`config.mk`:
```
export PLATFORM = sky130hd
export DESIGN_NAME = uhe_event_top
export DESIGN_NICKNAME = d
export VERILOG_FILES = /design/src/uhe_pkg.sv /design/src/uhe_evt_counter.sv /design/src/uhe_event_top.sv
export SDC_FILE = /design/constraint.sdc
export NUM_CORES = 1
export LEC_CHECK = 0
export ABC_AREA = 1
export BUFFER_PORTS_ARGS = -buffer_cell sky130_fd_sc_hd__buf_2
export CAP_MARGIN = 10
export CELL_PAD_IN_SITES_DETAIL_PLACEMENT = 1
export CELL_PAD_IN_SITES_GLOBAL_PLACEMENT = 1
export CORE_MARGIN = 4
export CORE_UTILIZATION = 36
export DETAILED_ROUTE_END_ITERATION = 16
export PLACE_DENSITY = 0.87
export SETUP_SLACK_MARGIN = 0.02
export SLEW_MARGIN = 20
export SYNTH_ARGS = -nofsm -noshare
export SYNTH_HDL_FRONTEND = slang
export SYNTH_SLANG_ARGS = --single-unit
```
`constraint.sdc`:
```
create_clock -name clk_sys_i -period 5.5 [get_ports clk_sys_i]
set_clock_uncertainty 0.1 [all_clocks]
set_input_delay 0.55 -clock clk_sys_i [delete_from_list [all_inputs] [get_ports clk_sys_i]]
set_output_delay 0.55 -clock clk_sys_i [all_outputs]
set_load 0.05 [all_outputs]
```
`src/uhe_pkg.sv`:
```
// Constants, encodings and register map for the home event selector.
// Assumes a single 25 MHz system clock and an APB master for software.
// How it works
// - The line-allocation event counts allocated lines with mask bits 01 M, 02 E, 04 S, 08 F.
// - A line is allocated in M only when it arrived forwarded in M for a read-invalidate-own snoop.
// - The line-allocation event with all four state bits counts every allocation.
// - The victim event counts evicted lines by prior state with bits 01 M, 02 E, 04 S, 08 I, 10 F.
// - A victim line in M is written back to its home agent, local or remote.
// - The victim event with all five state bits counts every victimized line.
// - The home request event counts io hub reads under 01 and io hub writes under 02.
// - The home request event counts remote reads under 04 and remote writes under 08.
// - The home request event counts local reads under 10 and local writes under 20.
// - The tracker-full event adds one per cycle the io hub (01) or remote (02) tracker is full.
// - The tracker-full event with mask 04 adds one per cycle the local tracker is full.
// - The tracker-busy event counts cycles a tracker is busy: 01 io hub, 02 remote, 04 local.
package uhe_pkg;

	// Event codes
	localparam logic [7:0] EVT_LINE_ALLOC = 8'h0a;
	localparam logic [7:0] EVT_LINE_VICT  = 8'h0b;
	localparam logic [7:0] EVT_HOME_REQ   = 8'h20;
	localparam logic [7:0] EVT_TRK_FULL   = 8'h21;
	localparam logic [7:0] EVT_TRK_BUSY   = 8'h22;

	// Line states on the allocation side; code is the mask bit index
	typedef enum logic [1:0] {
		ALLOC_M = 2'h0,
		ALLOC_E = 2'h1,
		ALLOC_S = 2'h2,
		ALLOC_F = 2'h3
	} uhe_alloc_e;

	// Prior state of a victim; code is the mask bit index
	typedef enum logic [2:0] {
		VICT_M = 3'h0,
		VICT_E = 3'h1,
		VICT_S = 3'h2,
		VICT_I = 3'h3,
		VICT_F = 3'h4
	} uhe_vict_e;

	// Request source; mask bit index is source * 2 + write
	typedef enum logic [1:0] {
		SRC_IO     = 2'h0,
		SRC_REMOTE = 2'h1,
		SRC_LOCAL  = 2'h2
	} uhe_src_e;

	localparam int unsigned NUM_TRK   = 3;
	localparam int unsigned OCC_W     = 5;
	localparam logic [4:0]  TRK_DEPTH = 5'h10;
	localparam int unsigned NUM_CNT   = 2;
	localparam int unsigned CNT_W     = 32;
	localparam int unsigned ADDR_W    = 12;
	localparam int unsigned LINE_W    = 32;

	// Register byte offsets
	localparam logic [11:0] OFF_CTRL0  = 12'h000;
	localparam logic [11:0] OFF_COUNT0 = 12'h004;
	localparam logic [11:0] OFF_CTRL1  = 12'h008;
	localparam logic [11:0] OFF_COUNT1 = 12'h00c;
	localparam logic [11:0] OFF_STATUS = 12'h010;

	// Control register fields
	localparam int unsigned CTRL_EVT_LSB  = 0;
	localparam int unsigned CTRL_MASK_LSB = 8;
	localparam int unsigned CTRL_EN_BIT   = 22;
	localparam logic [31:0] CTRL_RW_MASK  = 32'h0040ffff;
	localparam logic [31:0] CTRL_RESET    = 32'h00000000;
	localparam logic [31:0] COUNT_RESET   = 32'h00000000;

	// Status fields: full bits, busy bits, write-back pending
	localparam int unsigned STAT_FULL_LSB = 0;
	localparam int unsigned STAT_BUSY_LSB = 4;
	localparam int unsigned STAT_WB_BIT   = 8;

endpackage : uhe_pkg

```
`src/uhe_evt_counter.sv`:
```
// One event counter slot: event match, mask qualify, count.
// Assumes condition vectors already aligned to mask bit positions.
`timescale 1ns/100ps
module uhe_evt_counter (
	input  wire logic                     clk_i,
	input  wire logic                     rst_n_i,
	input  wire logic [7:0]               evt_code_i,
	input  wire logic [7:0]               umask_i,
	input  wire logic                     en_i,
	input  wire logic [7:0]               alloc_vec_i,
	input  wire logic [7:0]               vict_vec_i,
	input  wire logic [7:0]               req_vec_i,
	input  wire logic [7:0]               full_vec_i,
	input  wire logic [7:0]               busy_vec_i,
	input  wire logic                     wr_i,
	input  wire logic [uhe_pkg::CNT_W-1:0] wr_data_i,
	output logic      [uhe_pkg::CNT_W-1:0] count_o
);

	logic [7:0]               sel_vec;
	logic                     hit;
	logic [uhe_pkg::CNT_W-1:0] count_d;
	logic [uhe_pkg::CNT_W-1:0] count_q;

	////////////////////////////////////////////////////////////////////////
	always_comb begin
		case (evt_code_i)
			uhe_pkg::EVT_LINE_ALLOC: sel_vec = alloc_vec_i;
			uhe_pkg::EVT_LINE_VICT:  sel_vec = vict_vec_i;
			uhe_pkg::EVT_HOME_REQ:   sel_vec = req_vec_i;
			uhe_pkg::EVT_TRK_FULL:   sel_vec = full_vec_i;
			uhe_pkg::EVT_TRK_BUSY:   sel_vec = busy_vec_i;
			default:                 sel_vec = 8'h00;
		endcase
		// Union of all enabled bits, so the any-state masks cover all
		hit = en_i && (|(sel_vec & umask_i));
		count_d = count_q;
		// Software load beats a same-cycle increment
		if (wr_i) begin
			count_d = wr_data_i;
		end else if (hit) begin
			count_d = count_q + {{(uhe_pkg::CNT_W-1){1'b0}}, 1'b1};
		end
	end

	always_ff @(posedge clk_i or negedge rst_n_i) begin
		if (!rst_n_i) begin
			count_q <= uhe_pkg::COUNT_RESET;
		end else begin
			count_q <= count_d;
		end
	end

	assign count_o = count_q;

endmodule : uhe_evt_counter

```
`src/uhe_event_top.sv`:
```
// Home and last-level cache event selector with two APB counters.
// Assumes all event inputs come from logic on clk_sys_i.
//
// The APB interface to the registers and the register offsets were chosen for this implementation.
`timescale 1ns/100ps
module uhe_event_top (
	input  wire logic                       clk_sys_i,
	input  wire logic                       arst_n_i,
	// APB slave
	input  wire logic                       psel_i,
	input  wire logic                       penable_i,
	input  wire logic                       pwrite_i,
	input  wire logic [uhe_pkg::ADDR_W-1:0] paddr_i,
	input  wire logic [31:0]                pwdata_i,
	output logic      [31:0]                prdata_o,
	output logic                            pready_o,
	output logic                            pslverr_o,
	// Line allocation request
	input  wire logic                       alloc_valid_i,
	input  wire logic [1:0]                 alloc_state_i,
	input  wire logic                       alloc_fwd_rfo_i,
	output logic                            alloc_done_o,
	output logic      [1:0]                 alloc_state_o,
	// Victim lines
	input  wire logic                       vict_valid_i,
	input  wire logic [2:0]                 vict_state_i,
	input  wire logic [uhe_pkg::LINE_W-1:0] vict_addr_i,
	input  wire logic                       vict_home_remote_i,
	output logic                            vict_ready_o,
	// Write-back to home agent
	output logic                            wb_valid_o,
	output logic      [uhe_pkg::LINE_W-1:0] wb_addr_o,
	output logic                            wb_remote_o,
	input  wire logic                       wb_ready_i,
	// Home logic requests
	input  wire logic                       req_valid_i,
	input  wire logic [1:0]                 req_src_i,
	input  wire logic                       req_write_i,
	// Tracker occupancy: io hub, remote, local
	input  wire logic [uhe_pkg::OCC_W-1:0]  occ_io_i,
	input  wire logic [uhe_pkg::OCC_W-1:0]  occ_remote_i,
	input  wire logic [uhe_pkg::OCC_W-1:0]  occ_local_i
);

	////////////////////////////////////////////////////////////////////////
	// Reset release
	logic rst_meta_d;
	logic rst_meta_q;
	logic rst_n_d;
	logic rst_n_q;

	// Async assert, sync release: no flop leaves reset mid-cycle
	always_comb begin
		rst_meta_d = 1'b1;
		rst_n_d    = rst_meta_q;
	end

	always_ff @(posedge clk_sys_i or negedge arst_n_i) begin
		if (!arst_n_i) begin
			rst_meta_q <= 1'b0;
			rst_n_q    <= 1'b0;
		end else begin
			rst_meta_q <= rst_meta_d;
			rst_n_q    <= rst_n_d;
		end
	end

	////////////////////////////////////////////////////////////////////////
	// Line allocation
	logic       alloc_done_d;
	logic       alloc_done_q;
	logic [1:0] alloc_state_d;
	logic [1:0] alloc_state_q;
	logic [7:0] alloc_vec;

	always_comb begin
		alloc_done_d  = alloc_valid_i;
		alloc_state_d = alloc_state_q;
		alloc_vec     = 8'h00;
		if (alloc_valid_i) begin
			alloc_state_d = alloc_state_i;
			// M only via forwarded M on read-invalidate-own; else E
			if (alloc_state_i == uhe_pkg::ALLOC_M && !alloc_fwd_rfo_i) begin
				alloc_state_d = uhe_pkg::ALLOC_E;
			end
			// Count the state actually entered
			alloc_vec = 8'h01 << alloc_state_d;
		end
	end

	always_ff @(posedge clk_sys_i or negedge rst_n_q) begin
		if (!rst_n_q) begin
			alloc_done_q  <= 1'b0;
			alloc_state_q <= uhe_pkg::ALLOC_E;
		end else begin
			alloc_done_q  <= alloc_done_d;
			alloc_state_q <= alloc_state_d;
		end
	end

	assign alloc_done_o  = alloc_done_q;
	assign alloc_state_o = alloc_state_q;

	////////////////////////////////////////////////////////////////////////
	// Victims and write-back
	typedef enum logic [0:0] {
		WB_IDLE = 1'h0,
		WB_BUSY = 1'h1
	} uhe_wb_e;

	uhe_wb_e                      wb_st_d;
	uhe_wb_e                      wb_st_q;
	logic [uhe_pkg::LINE_W-1:0]   wb_addr_d;
	logic [uhe_pkg::LINE_W-1:0]   wb_addr_q;
	logic                         wb_remote_d;
	logic                         wb_remote_q;
	logic                         vict_take;
	logic [7:0]                   vict_vec;

	// One write-back outstanding; victims stall until it drains
	assign vict_ready_o = (wb_st_q == WB_IDLE);
	assign vict_take    = vict_valid_i && vict_ready_o;

	always_comb begin
		wb_st_d     = wb_st_q;
		wb_addr_d   = wb_addr_q;
		wb_remote_d = wb_remote_q;
		// Counted on acceptance, so a stalled victim counts once
		vict_vec    = vict_take ? (8'h01 << vict_state_i) : 8'h00;
		case (wb_st_q)
			WB_IDLE: begin
				if (vict_take && vict_state_i == uhe_pkg::VICT_M) begin
					wb_st_d     = WB_BUSY;
					wb_addr_d   = vict_addr_i;
					wb_remote_d = vict_home_remote_i;
				end
			end
			WB_BUSY: begin
				if (wb_ready_i) begin
					wb_st_d = WB_IDLE;
				end
			end
			default: begin
				wb_st_d = WB_IDLE;
			end
		endcase
	end

	always_ff @(posedge clk_sys_i or negedge rst_n_q) begin
		if (!rst_n_q) begin
			wb_st_q     <= WB_IDLE;
			wb_addr_q   <= {uhe_pkg::LINE_W{1'b0}};
			wb_remote_q <= 1'b0;
		end else begin
			wb_st_q     <= wb_st_d;
			wb_addr_q   <= wb_addr_d;
			wb_remote_q <= wb_remote_d;
		end
	end

	assign wb_valid_o  = (wb_st_q == WB_BUSY);
	assign wb_addr_o   = wb_addr_q;
	assign wb_remote_o = wb_remote_q;

	////////////////////////////////////////////////////////////////////////
	// Home requests and trackers
	logic [7:0]                 req_vec;
	logic [7:0]                 full_vec;
	logic [7:0]                 busy_vec;
	logic [uhe_pkg::NUM_TRK-1:0] trk_full;
	logic [uhe_pkg::NUM_TRK-1:0] trk_busy;
	logic [2:0]                 req_idx;

	assign req_idx = {req_src_i, req_write_i};

	always_comb begin
		req_vec = 8'h00;
		// Source 3 is not a tracker and counts nowhere
		if (req_valid_i && req_src_i != 2'h3) begin
			req_vec = 8'h01 << req_idx;
		end
	end

	// Tracker index io, remote, local matches the source codes
	logic [uhe_pkg::OCC_W-1:0] occ [uhe_pkg::NUM_TRK];

	assign occ[0] = occ_io_i;
	assign occ[1] = occ_remote_i;
	assign occ[2] = occ_local_i;

	for (genvar t = 0; t < uhe_pkg::NUM_TRK; t++) begin : g_trk
		assign trk_full[t] = (occ[t] == uhe_pkg::TRK_DEPTH);
		assign trk_busy[t] = |occ[t];
	end
	assign full_vec = {5'h00, trk_full};
	assign busy_vec = {5'h00, trk_busy};

	////////////////////////////////////////////////////////////////////////
	// APB registers
	logic [31:0] ctrl_q [uhe_pkg::NUM_CNT];
	logic [31:0] ctrl_d [uhe_pkg::NUM_CNT];
	logic [31:0] count  [uhe_pkg::NUM_CNT];
	logic        cnt_wr [uhe_pkg::NUM_CNT];
	logic        setup;
	logic        access_wr;
	logic [31:0] rd_mux;
	logic        err_mux;
	logic [31:0] prdata_d;
	logic [31:0] prdata_q;
	logic        pslverr_d;
	logic        pslverr_q;
	logic [31:0] status;

	assign setup     = psel_i && !penable_i;
	assign access_wr = psel_i && penable_i && pwrite_i;

	// Live view, sampled at setup like every other read
	always_comb begin
		status = 32'h00000000;
		status[uhe_pkg::STAT_FULL_LSB +: uhe_pkg::NUM_TRK] = trk_full;
		status[uhe_pkg::STAT_BUSY_LSB +: uhe_pkg::NUM_TRK] = trk_busy;
		status[uhe_pkg::STAT_WB_BIT] = wb_valid_o;
	end

	always_comb begin
		rd_mux  = 32'h00000000;
		err_mux = 1'b0;
		case (paddr_i)
			uhe_pkg::OFF_CTRL0:  rd_mux = ctrl_q[0];
			uhe_pkg::OFF_COUNT0: rd_mux = count[0];
			uhe_pkg::OFF_CTRL1:  rd_mux = ctrl_q[1];
			uhe_pkg::OFF_COUNT1: rd_mux = count[1];
			uhe_pkg::OFF_STATUS: begin
				rd_mux  = status;
				err_mux = pwrite_i;
			end
			default:             err_mux = 1'b1;
		endcase
		// Data and error latched at setup, presented in access phase
		prdata_d  = prdata_q;
		pslverr_d = pslverr_q;
		if (setup) begin
			prdata_d  = pwrite_i ? 32'h00000000 : rd_mux;
			pslverr_d = err_mux;
		end
	end

	always_comb begin
		for (int i = 0; i < uhe_pkg::NUM_CNT; i++) begin
			ctrl_d[i] = ctrl_q[i];
			cnt_wr[i] = 1'b0;
		end
		if (access_wr) begin
			case (paddr_i)
				uhe_pkg::OFF_CTRL0:  ctrl_d[0] = pwdata_i & uhe_pkg::CTRL_RW_MASK;
				uhe_pkg::OFF_CTRL1:  ctrl_d[1] = pwdata_i & uhe_pkg::CTRL_RW_MASK;
				uhe_pkg::OFF_COUNT0: cnt_wr[0] = 1'b1;
				uhe_pkg::OFF_COUNT1: cnt_wr[1] = 1'b1;
				default:             ;
			endcase
		end
	end

	always_ff @(posedge clk_sys_i or negedge rst_n_q) begin
		if (!rst_n_q) begin
			for (int i = 0; i < uhe_pkg::NUM_CNT; i++) begin
				ctrl_q[i] <= uhe_pkg::CTRL_RESET;
			end
			prdata_q  <= 32'h00000000;
			pslverr_q <= 1'b0;
		end else begin
			for (int i = 0; i < uhe_pkg::NUM_CNT; i++) begin
				ctrl_q[i] <= ctrl_d[i];
			end
			prdata_q  <= prdata_d;
			pslverr_q <= pslverr_d;
		end
	end

	// Zero wait states
	assign pready_o  = 1'b1;
	assign prdata_o  = prdata_q;
	assign pslverr_o = pslverr_q;

	////////////////////////////////////////////////////////////////////////
	// Counter slots
	for (genvar g = 0; g < uhe_pkg::NUM_CNT; g++) begin : g_cnt
		uhe_evt_counter u_cnt (
			.clk_i       (clk_sys_i),
			.rst_n_i     (rst_n_q),
			.evt_code_i  (ctrl_q[g][uhe_pkg::CTRL_EVT_LSB +: 8]),
			.umask_i     (ctrl_q[g][uhe_pkg::CTRL_MASK_LSB +: 8]),
			.en_i        (ctrl_q[g][uhe_pkg::CTRL_EN_BIT]),
			.alloc_vec_i (alloc_vec),
			.vict_vec_i  (vict_vec),
			.req_vec_i   (req_vec),
			.full_vec_i  (full_vec),
			.busy_vec_i  (busy_vec),
			.wr_i        (cnt_wr[g]),
			.wr_data_i   (pwdata_i),
			.count_o     (count[g])
		);
	end

endmodule : uhe_event_top

```
# Yosys cells after proc, flatten, opt, wreduce, memory -nomap -nowiden
# Cells that the tools add are included.
[word_totals] out_inout_bits=72 regBits=170
[classes] n_shift=3 muxes=20 n_eq_ne=18 reduce_logical=25 bitwise_logic=3 add_sub_neg=2
[op_table] operator="$mux W32" n=5
[op_table] operator="$pmux W32 S5" n=1
[op_table] operator="$pmux W8 S5" n=2
[op_table] operator="$add A32 B1 Y32 const B" n=2
[op_table] operator="$eq A8 B6 Y1 const B" n=6
[op_table] operator="$eq A8 B4 Y1 const B" n=4
[op_table] operator="$eq A12 B4 Y1 const B" n=2
[op_table] operator="$mux W8" n=3
[op_table] operator="$and A8 B8 Y8" n=2
[op_table] operator="$reduce_or A8 Y1" n=2
[op_table] operator="$shl A1 B3 Y8 const A" n=2
[op_table] operator="$eq A5 B5 Y1 const B" n=3
[op_table] operator="$reduce_or A5 Y1" n=3
[op_table] operator="$eq A12 B3 Y1 const B" n=1
[op_table] operator="$eq A12 B5 Y1 const B" n=1
[op_table] operator="$logic_not A12 Y1" n=1
[op_table] operator="$logic_and A1 B1 Y1" n=9
[op_table] operator="$shl A1 B2 Y8 const A" n=1
[op_table] operator="$mux W2" n=3
[op_table] operator="$reduce_and A2 Y1" n=3
[op_table] operator="$mux W1" n=4
[op_table] operator="$pmux W1 S2" n=2
[op_table] operator="$reduce_bool A2 Y1" n=2
[op_table] operator="$reduce_or A4 Y1" n=1
[op_table] operator="other kinds (5)" n=6

# Depth between registers and ports, before layout
[depth] ltp_word=12 mapped_depth=17

# Modules after synthesis
# From an unflattened synthesis, not the netlist that was laid out.
[unflattened] hier_cells=1733 hier_area_um2=11278.3
[modules_own_cells] mod="uhe_event_top" instances=1 seq_area_each_um2=2653.8 cells_per_inst=722 area_per_inst_um2=5365.1
[modules_own_cells] mod="uhe_evt_counter at g_cnt[0].u_cnt" instances=1 seq_area_each_um2=800.8 cells_per_inst=506 area_per_inst_um2=2969.1
[modules_own_cells] mod="uhe_evt_counter at g_cnt[1].u_cnt" instances=1 seq_area_each_um2=800.8 cells_per_inst=505 area_per_inst_um2=2944.1

# Least setup slack after synthesis
# No wires, ideal clock.
[synth_path] path_type="register to register" from="register wb_st_q, in the netlist wb_valid_o" to="register g_cnt[1].u_cnt.count_q, in the netlist g_cnt[1].u_cnt.count_o[10]" path_stages_with_launch=15 path_buffers=1 t_arrival_ns=2.367 setup_time_ns=0.066 required_ns=5.334 slack_ns=2.967 path_cell_list="dfrtp_1 inv_1 nand3b_1 nor2_2 nand2_1 nand3_1 nor2_1 nor2_1 nor2_1 nand3_1 nand2_1 nand2_1 buf_2 nand2_1 nand2_1"
[synth_via] elab_chain_len=8
[synth_rtl] element="from (decl)" line_no="uhe_event_top.sv:112" rtl="uhe_wb_e wb_st_q;"
[synth_rtl] element="from (signal assigned)" line_no="uhe_event_top.sv:155" rtl="wb_st_q <= wb_st_d;"
[synth_rtl] element="$not A1 Y1 (no line)"
[synth_rtl] element="net vict_ready_o" line_no="uhe_event_top.sv:29" rtl="output logic vict_ready_o,"
[synth_rtl] element="$logic_and A1 B1 Y1" line_no="uhe_event_top.sv:122" rtl="assign vict_take = vict_valid_i && vict_ready_o;"
[synth_rtl] element="$mux W8" line_no="uhe_event_top.sv:129" rtl="vict_vec = vict_take ? (8'h01 << vict_state_i) : 8'h00;"
[synth_rtl] element="$pmux W8 S5" line_no="uhe_evt_counter.sv:27" rtl="case (evt_code_i)"
[synth_rtl] element="$and A8 B8 Y8" line_no="uhe_evt_counter.sv:36" rtl="hit = en_i && (|(sel_vec & umask_i));"
[synth_rtl] element="$reduce_or A8 Y1" line_no="uhe_evt_counter.sv:36"
[synth_rtl] element="$logic_and A1 B1 Y1" line_no="uhe_evt_counter.sv:36"
[synth_rtl] element="$reduce_bool A2 Y1 (no line)"
[synth_rtl] element="to (signal assigned)" line_no="uhe_evt_counter.sv:48" rtl="count_q <= uhe_pkg::COUNT_RESET;"
[synth_rtl] element="to (signal assigned)" line_no="uhe_evt_counter.sv:50" rtl="count_q <= count_d;"
[synth_rtl] element="to (decl)" line_no="uhe_evt_counter.sv:23" rtl="logic [uhe_pkg::CNT_W-1:0] count_q;"
# The timed path passes the listed nets, and every way through them passes these cells.
# A chain may end at the register's enable or synchronous reset.

# Worst setup path after layout
[layout_path] from="input paddr_i[7] (netlist bit)" to="register prdata_q[23], in the netlist prdata_o[23]"
[layout_via] elab_chain_len=3
[layout_rtl] element="from (decl)" line_no="uhe_event_top.sv:13" rtl="input wire logic [uhe_pkg::ADDR_W-1:0] paddr_i,"
[layout_rtl] element="$eq A12 B5 Y1, or another cell as far along" line_no="uhe_event_top.sv:228" rtl="case (paddr_i)"
[layout_rtl] element="$pmux W32 S5 *" line_no="uhe_event_top.sv:228"
[layout_rtl] element="$mux W32 *" line_no="uhe_event_top.sv:243" rtl="prdata_d = pwrite_i ? 32'h00000000 : rd_mux;"
[layout_rtl] element="to (signal assigned)" line_no="uhe_event_top.sv:275" rtl="prdata_q <= prdata_d;"
[layout_rtl] element="to (decl)" line_no="uhe_event_top.sv:209" rtl="logic [31:0] prdata_q;"
# Every way passes the cells marked *; elsewhere a longest branch is shown, timed or not.

==> results.cfg <==
[setup_path]
arrival_ns = 4.20
critical_path_buf_inv_count = 3
crit_end = prdata_o[23]
ff2ff_path_depth = 14
path_cells = buf_2 > nor2_1 > nand2_1 > nor2_1 > buf_4 > nand2_1 > inv_1 > nor2_1 > nand4_1 > and2_1 > a22o_1
cp_top_family = simple AND/OR/NAND/NOR gates
cp_max_fo = 25
required_ns = 5.77
r2r-end = g_cnt[1].u_cnt.count_o[2]
crit_path_start_kind = input port
slowest_delay_ns = 0.92
path_common_cell = nor2_1
path_class = in -> reg
crit_path_end_kind = flip-flop
crit_path_start = paddr_i[7]
reg2reg_from = ctrl_q[4]
r2r_slack_ns = 2.25
cp_slowest_cell = and2_1
cp_num_cells = 11

[cells_and_area]
syn_to_final_growth_pct = 18.1
final_cell_mix = 565 x nand2_1, 180 x buf_2, 168 x dfrtp_1
final.fill_count = 3654
insertedDiodeCount = 0
num-nets-final = 1750
multi_input_area_um2 = 5170
mostFrequentLayoutCell = nand2_1
drive_above_1_share_pct = 14.7
seqCellArea_um2 = 4260

[power_and_ir_drop]
swShare_pct = 30.2
p_comb_share_pct = 13.7
pwr-share-clk_pct = 43.2
peakVddDrop_mv = 0.179
pwr_density_cell_nw_per_um2 = 258
seqPwrFrac_pct = 43.1
intPower_mw = 2.17
switchingPower_uw = 940
power.leakage_nw = 6.15

[detailed_routing]
ant_nets = 0
vias_per_cell = 5.37
wl_per_cell_um = 19.2
routed_wl_um = 38900
vias = 10900
route.detailed.drc = 0
dr.pass1.iters = 5
drt-initial-drc-count = 838

[floorplan]
io_pins = 182
coreArea_um2 = 27900
start_util_pct = 36.6
die_area_um2 = 31100
die_x_um = 176
die_h_um = 176
row_count = 61

[timing]
fmax_ghz = 0.255
worst_pin_slew_ns = 1.14
timing.setup.tns_ns = 0
maxSlewHeadroom_pct = 23.8
final-hold-violation-count = 0
post-route-period-util_pct = 71.4
rsz0062_at_grt = no
fin_crit_ns = 3.93
slew_viol_final = 0
fin_hold_ws_ns = 0.182
setup_violations = 0

[yosys]
avgSynthCellArea_um2 = 6.87
syn_area_um2 = 10200
synth.distinct_cells = 45
netlist_instances = 1484
yosysSeqAreaShare_pct = 41.7
synth_warnings = 0
ys_ff_latch = 170

[min_path]
min_path_type = in -> reg

[clock_network]
clockBufferDepth = 2
clock_latency_ns = 0.44
cts.root.buffer_cell = clkbuf_16
cts.sinks = 170
htreeDepth = 4
tritoncts = done
clk_pin_slew_ns = 0.08
postCtsSetupBuffers = 0
cts_buffers = 17

[global_routing]
grtUsageTotal_pct = 24.5
antenna_found_initial = 0
grt_pass1_vias = 11300
overflow = 0
grt_max_degree = 64
grt_pass1_wl_um = 60400

[run]
cap_violations = 0

[place]
io_buffers = 180
dp_hpwl_um = 28700
place.gp.congestion = 0.932

[outcome]
status = completed
==> cell usage after synthesis (all sizes together) <==
cell type    n  area (um^2)
nand2      569         2140
dfrtp      169         4230
inv        138          518
nor2       128          490
nand3      122          623
o21ai      116          581
xor2        40          350
clkbuf      29          109
buf         28          155
nand4       27          169
nor3        26          141
o22ai       23          144
a22o        17          149
xnor2        8         70.1
a21oi        6         30.0
o31ai        6         45.0
nand3b       5         37.5
nor4         5         31.3
or2          4         27.5
a221oi       2         17.5
a31oi        2         12.5
clkinv       2         8.75
ha           2         25.0
a32o         1         10.0
and2         1         6.26
and3b        1         8.76
conb         1         3.75
dfstp        1         26.3
mux2         1         11.3
nor2b        1         6.26
nor3b        1         7.51
o2111ai      1         8.76
o21a         1         7.51
==> worst min-delay path by stage <==
stage / startpoint / to / slack (ns) / depth (start not counted)
6_report: wb_ready_i / wb_valid_o / 0.18 / 2
5_1_grt: alloc_valid_i / alloc_done_o / 0.19 / 1
4_1_cts: wb_ready_i / wb_valid_o / 0.17 / 2
3_5_place_dp: arst_n_i / rst_meta_q / 0.24 / 1
3_3_place_gp: arst_n_i / rst_meta_q / 0.24 / 1
2_1_floorplan: arst_n_i / rst_meta_q / 0.15 / 0
==> cells by family (layout without fill, tap and decap cells) <==
family          Yosys count  count (layout)  synth area share (%)
buf+inv                 197             363                  7.75
flops                   170             170                  41.7
fa+ha+maj                 2               2                 0.245
other cells               1               2                0.0368
compound gates          175             175                  9.85
xor+xnor                 48              48                  4.12
mux                       1               1                 0.110
simple gates            890             890                  36.2
==> power groups by stage <==
stage | logic, mW | clock network [mW] | registers [mW]
floorplan | 0.0745 | 0 | 1.57
global placement | 0.419 | 0 | 1.36
detailed placement | 0.428 | 0 | 1.37
CTS | 0.429 | 1.36 | 1.34
global route | 0.450 | 1.42 | 1.35
finish | 0.425 | 1.34 | 1.34
==> metal layers <==
layer / vias up / GRT usage (%) / part of all wire [%]
li1: 5060 / - / -
met1: 5341 / 29.7 / 40
met2: 398 / 42.7 / 49
met3: 101 / 4.00 / 5.5
met4: 0 / 11.2 / 4.6
met5: - / 0 / 0
==> sequential cells by signal, indices dropped and copies added, names as in the netlist <==
signal / cells
prdata_o: 32
ctrl_q: 34
wb_valid_o: 1
pslverr_o: 1
rst_n_q: 1
g_cnt.u_cnt.count_o: 64
alloc_done_o: 1
wb_remote_o: 1
wb_addr_o: 32
alloc_state_o: 2
rst_meta_q: 1
==> final cells by class <==
type / count / share of cell area [%]
Multi-Input combinational cell: 1118 / 42.9
Sequential cell: 170 / 35.3
Timing Repair Buffer: 191 / 8.18
Inverter: 140 / 4.37
Tap cell: 378 / 3.92
Clock buffer: 17 / 3.53
Clock inverter: 15 / 1.76
==> what timing repair did <==
action | CTS | global route
hold endpoints to repair | 2 | 0
hold buffers | 1 | 0
gates resized for setup | 0 | 0
==> per-stage QoR <==
stage | std cells | util [%] | power, mW | worst slack [ns] | cell area [um^2]
2_1_floorplan | 1485 | - | 1.64 | 0.314 | 10200
3_3_place_gp | 1996 | 40.9 | 1.78 | 1.54 | 11400
3_5_place_dp | 1996 | 40.9 | 1.79 | 1.27 | 11400
4_1_cts | 2029 | 43.2 | 3.13 | 1.69 | 12000
5_1_grt | 2029 | 43.3 | 3.22 | 1.40 | 12100
6_report | 2029 | 43.3 | 3.11 | 1.57 | 12100
No activity file was read; power rests on OpenSTA's default activity.
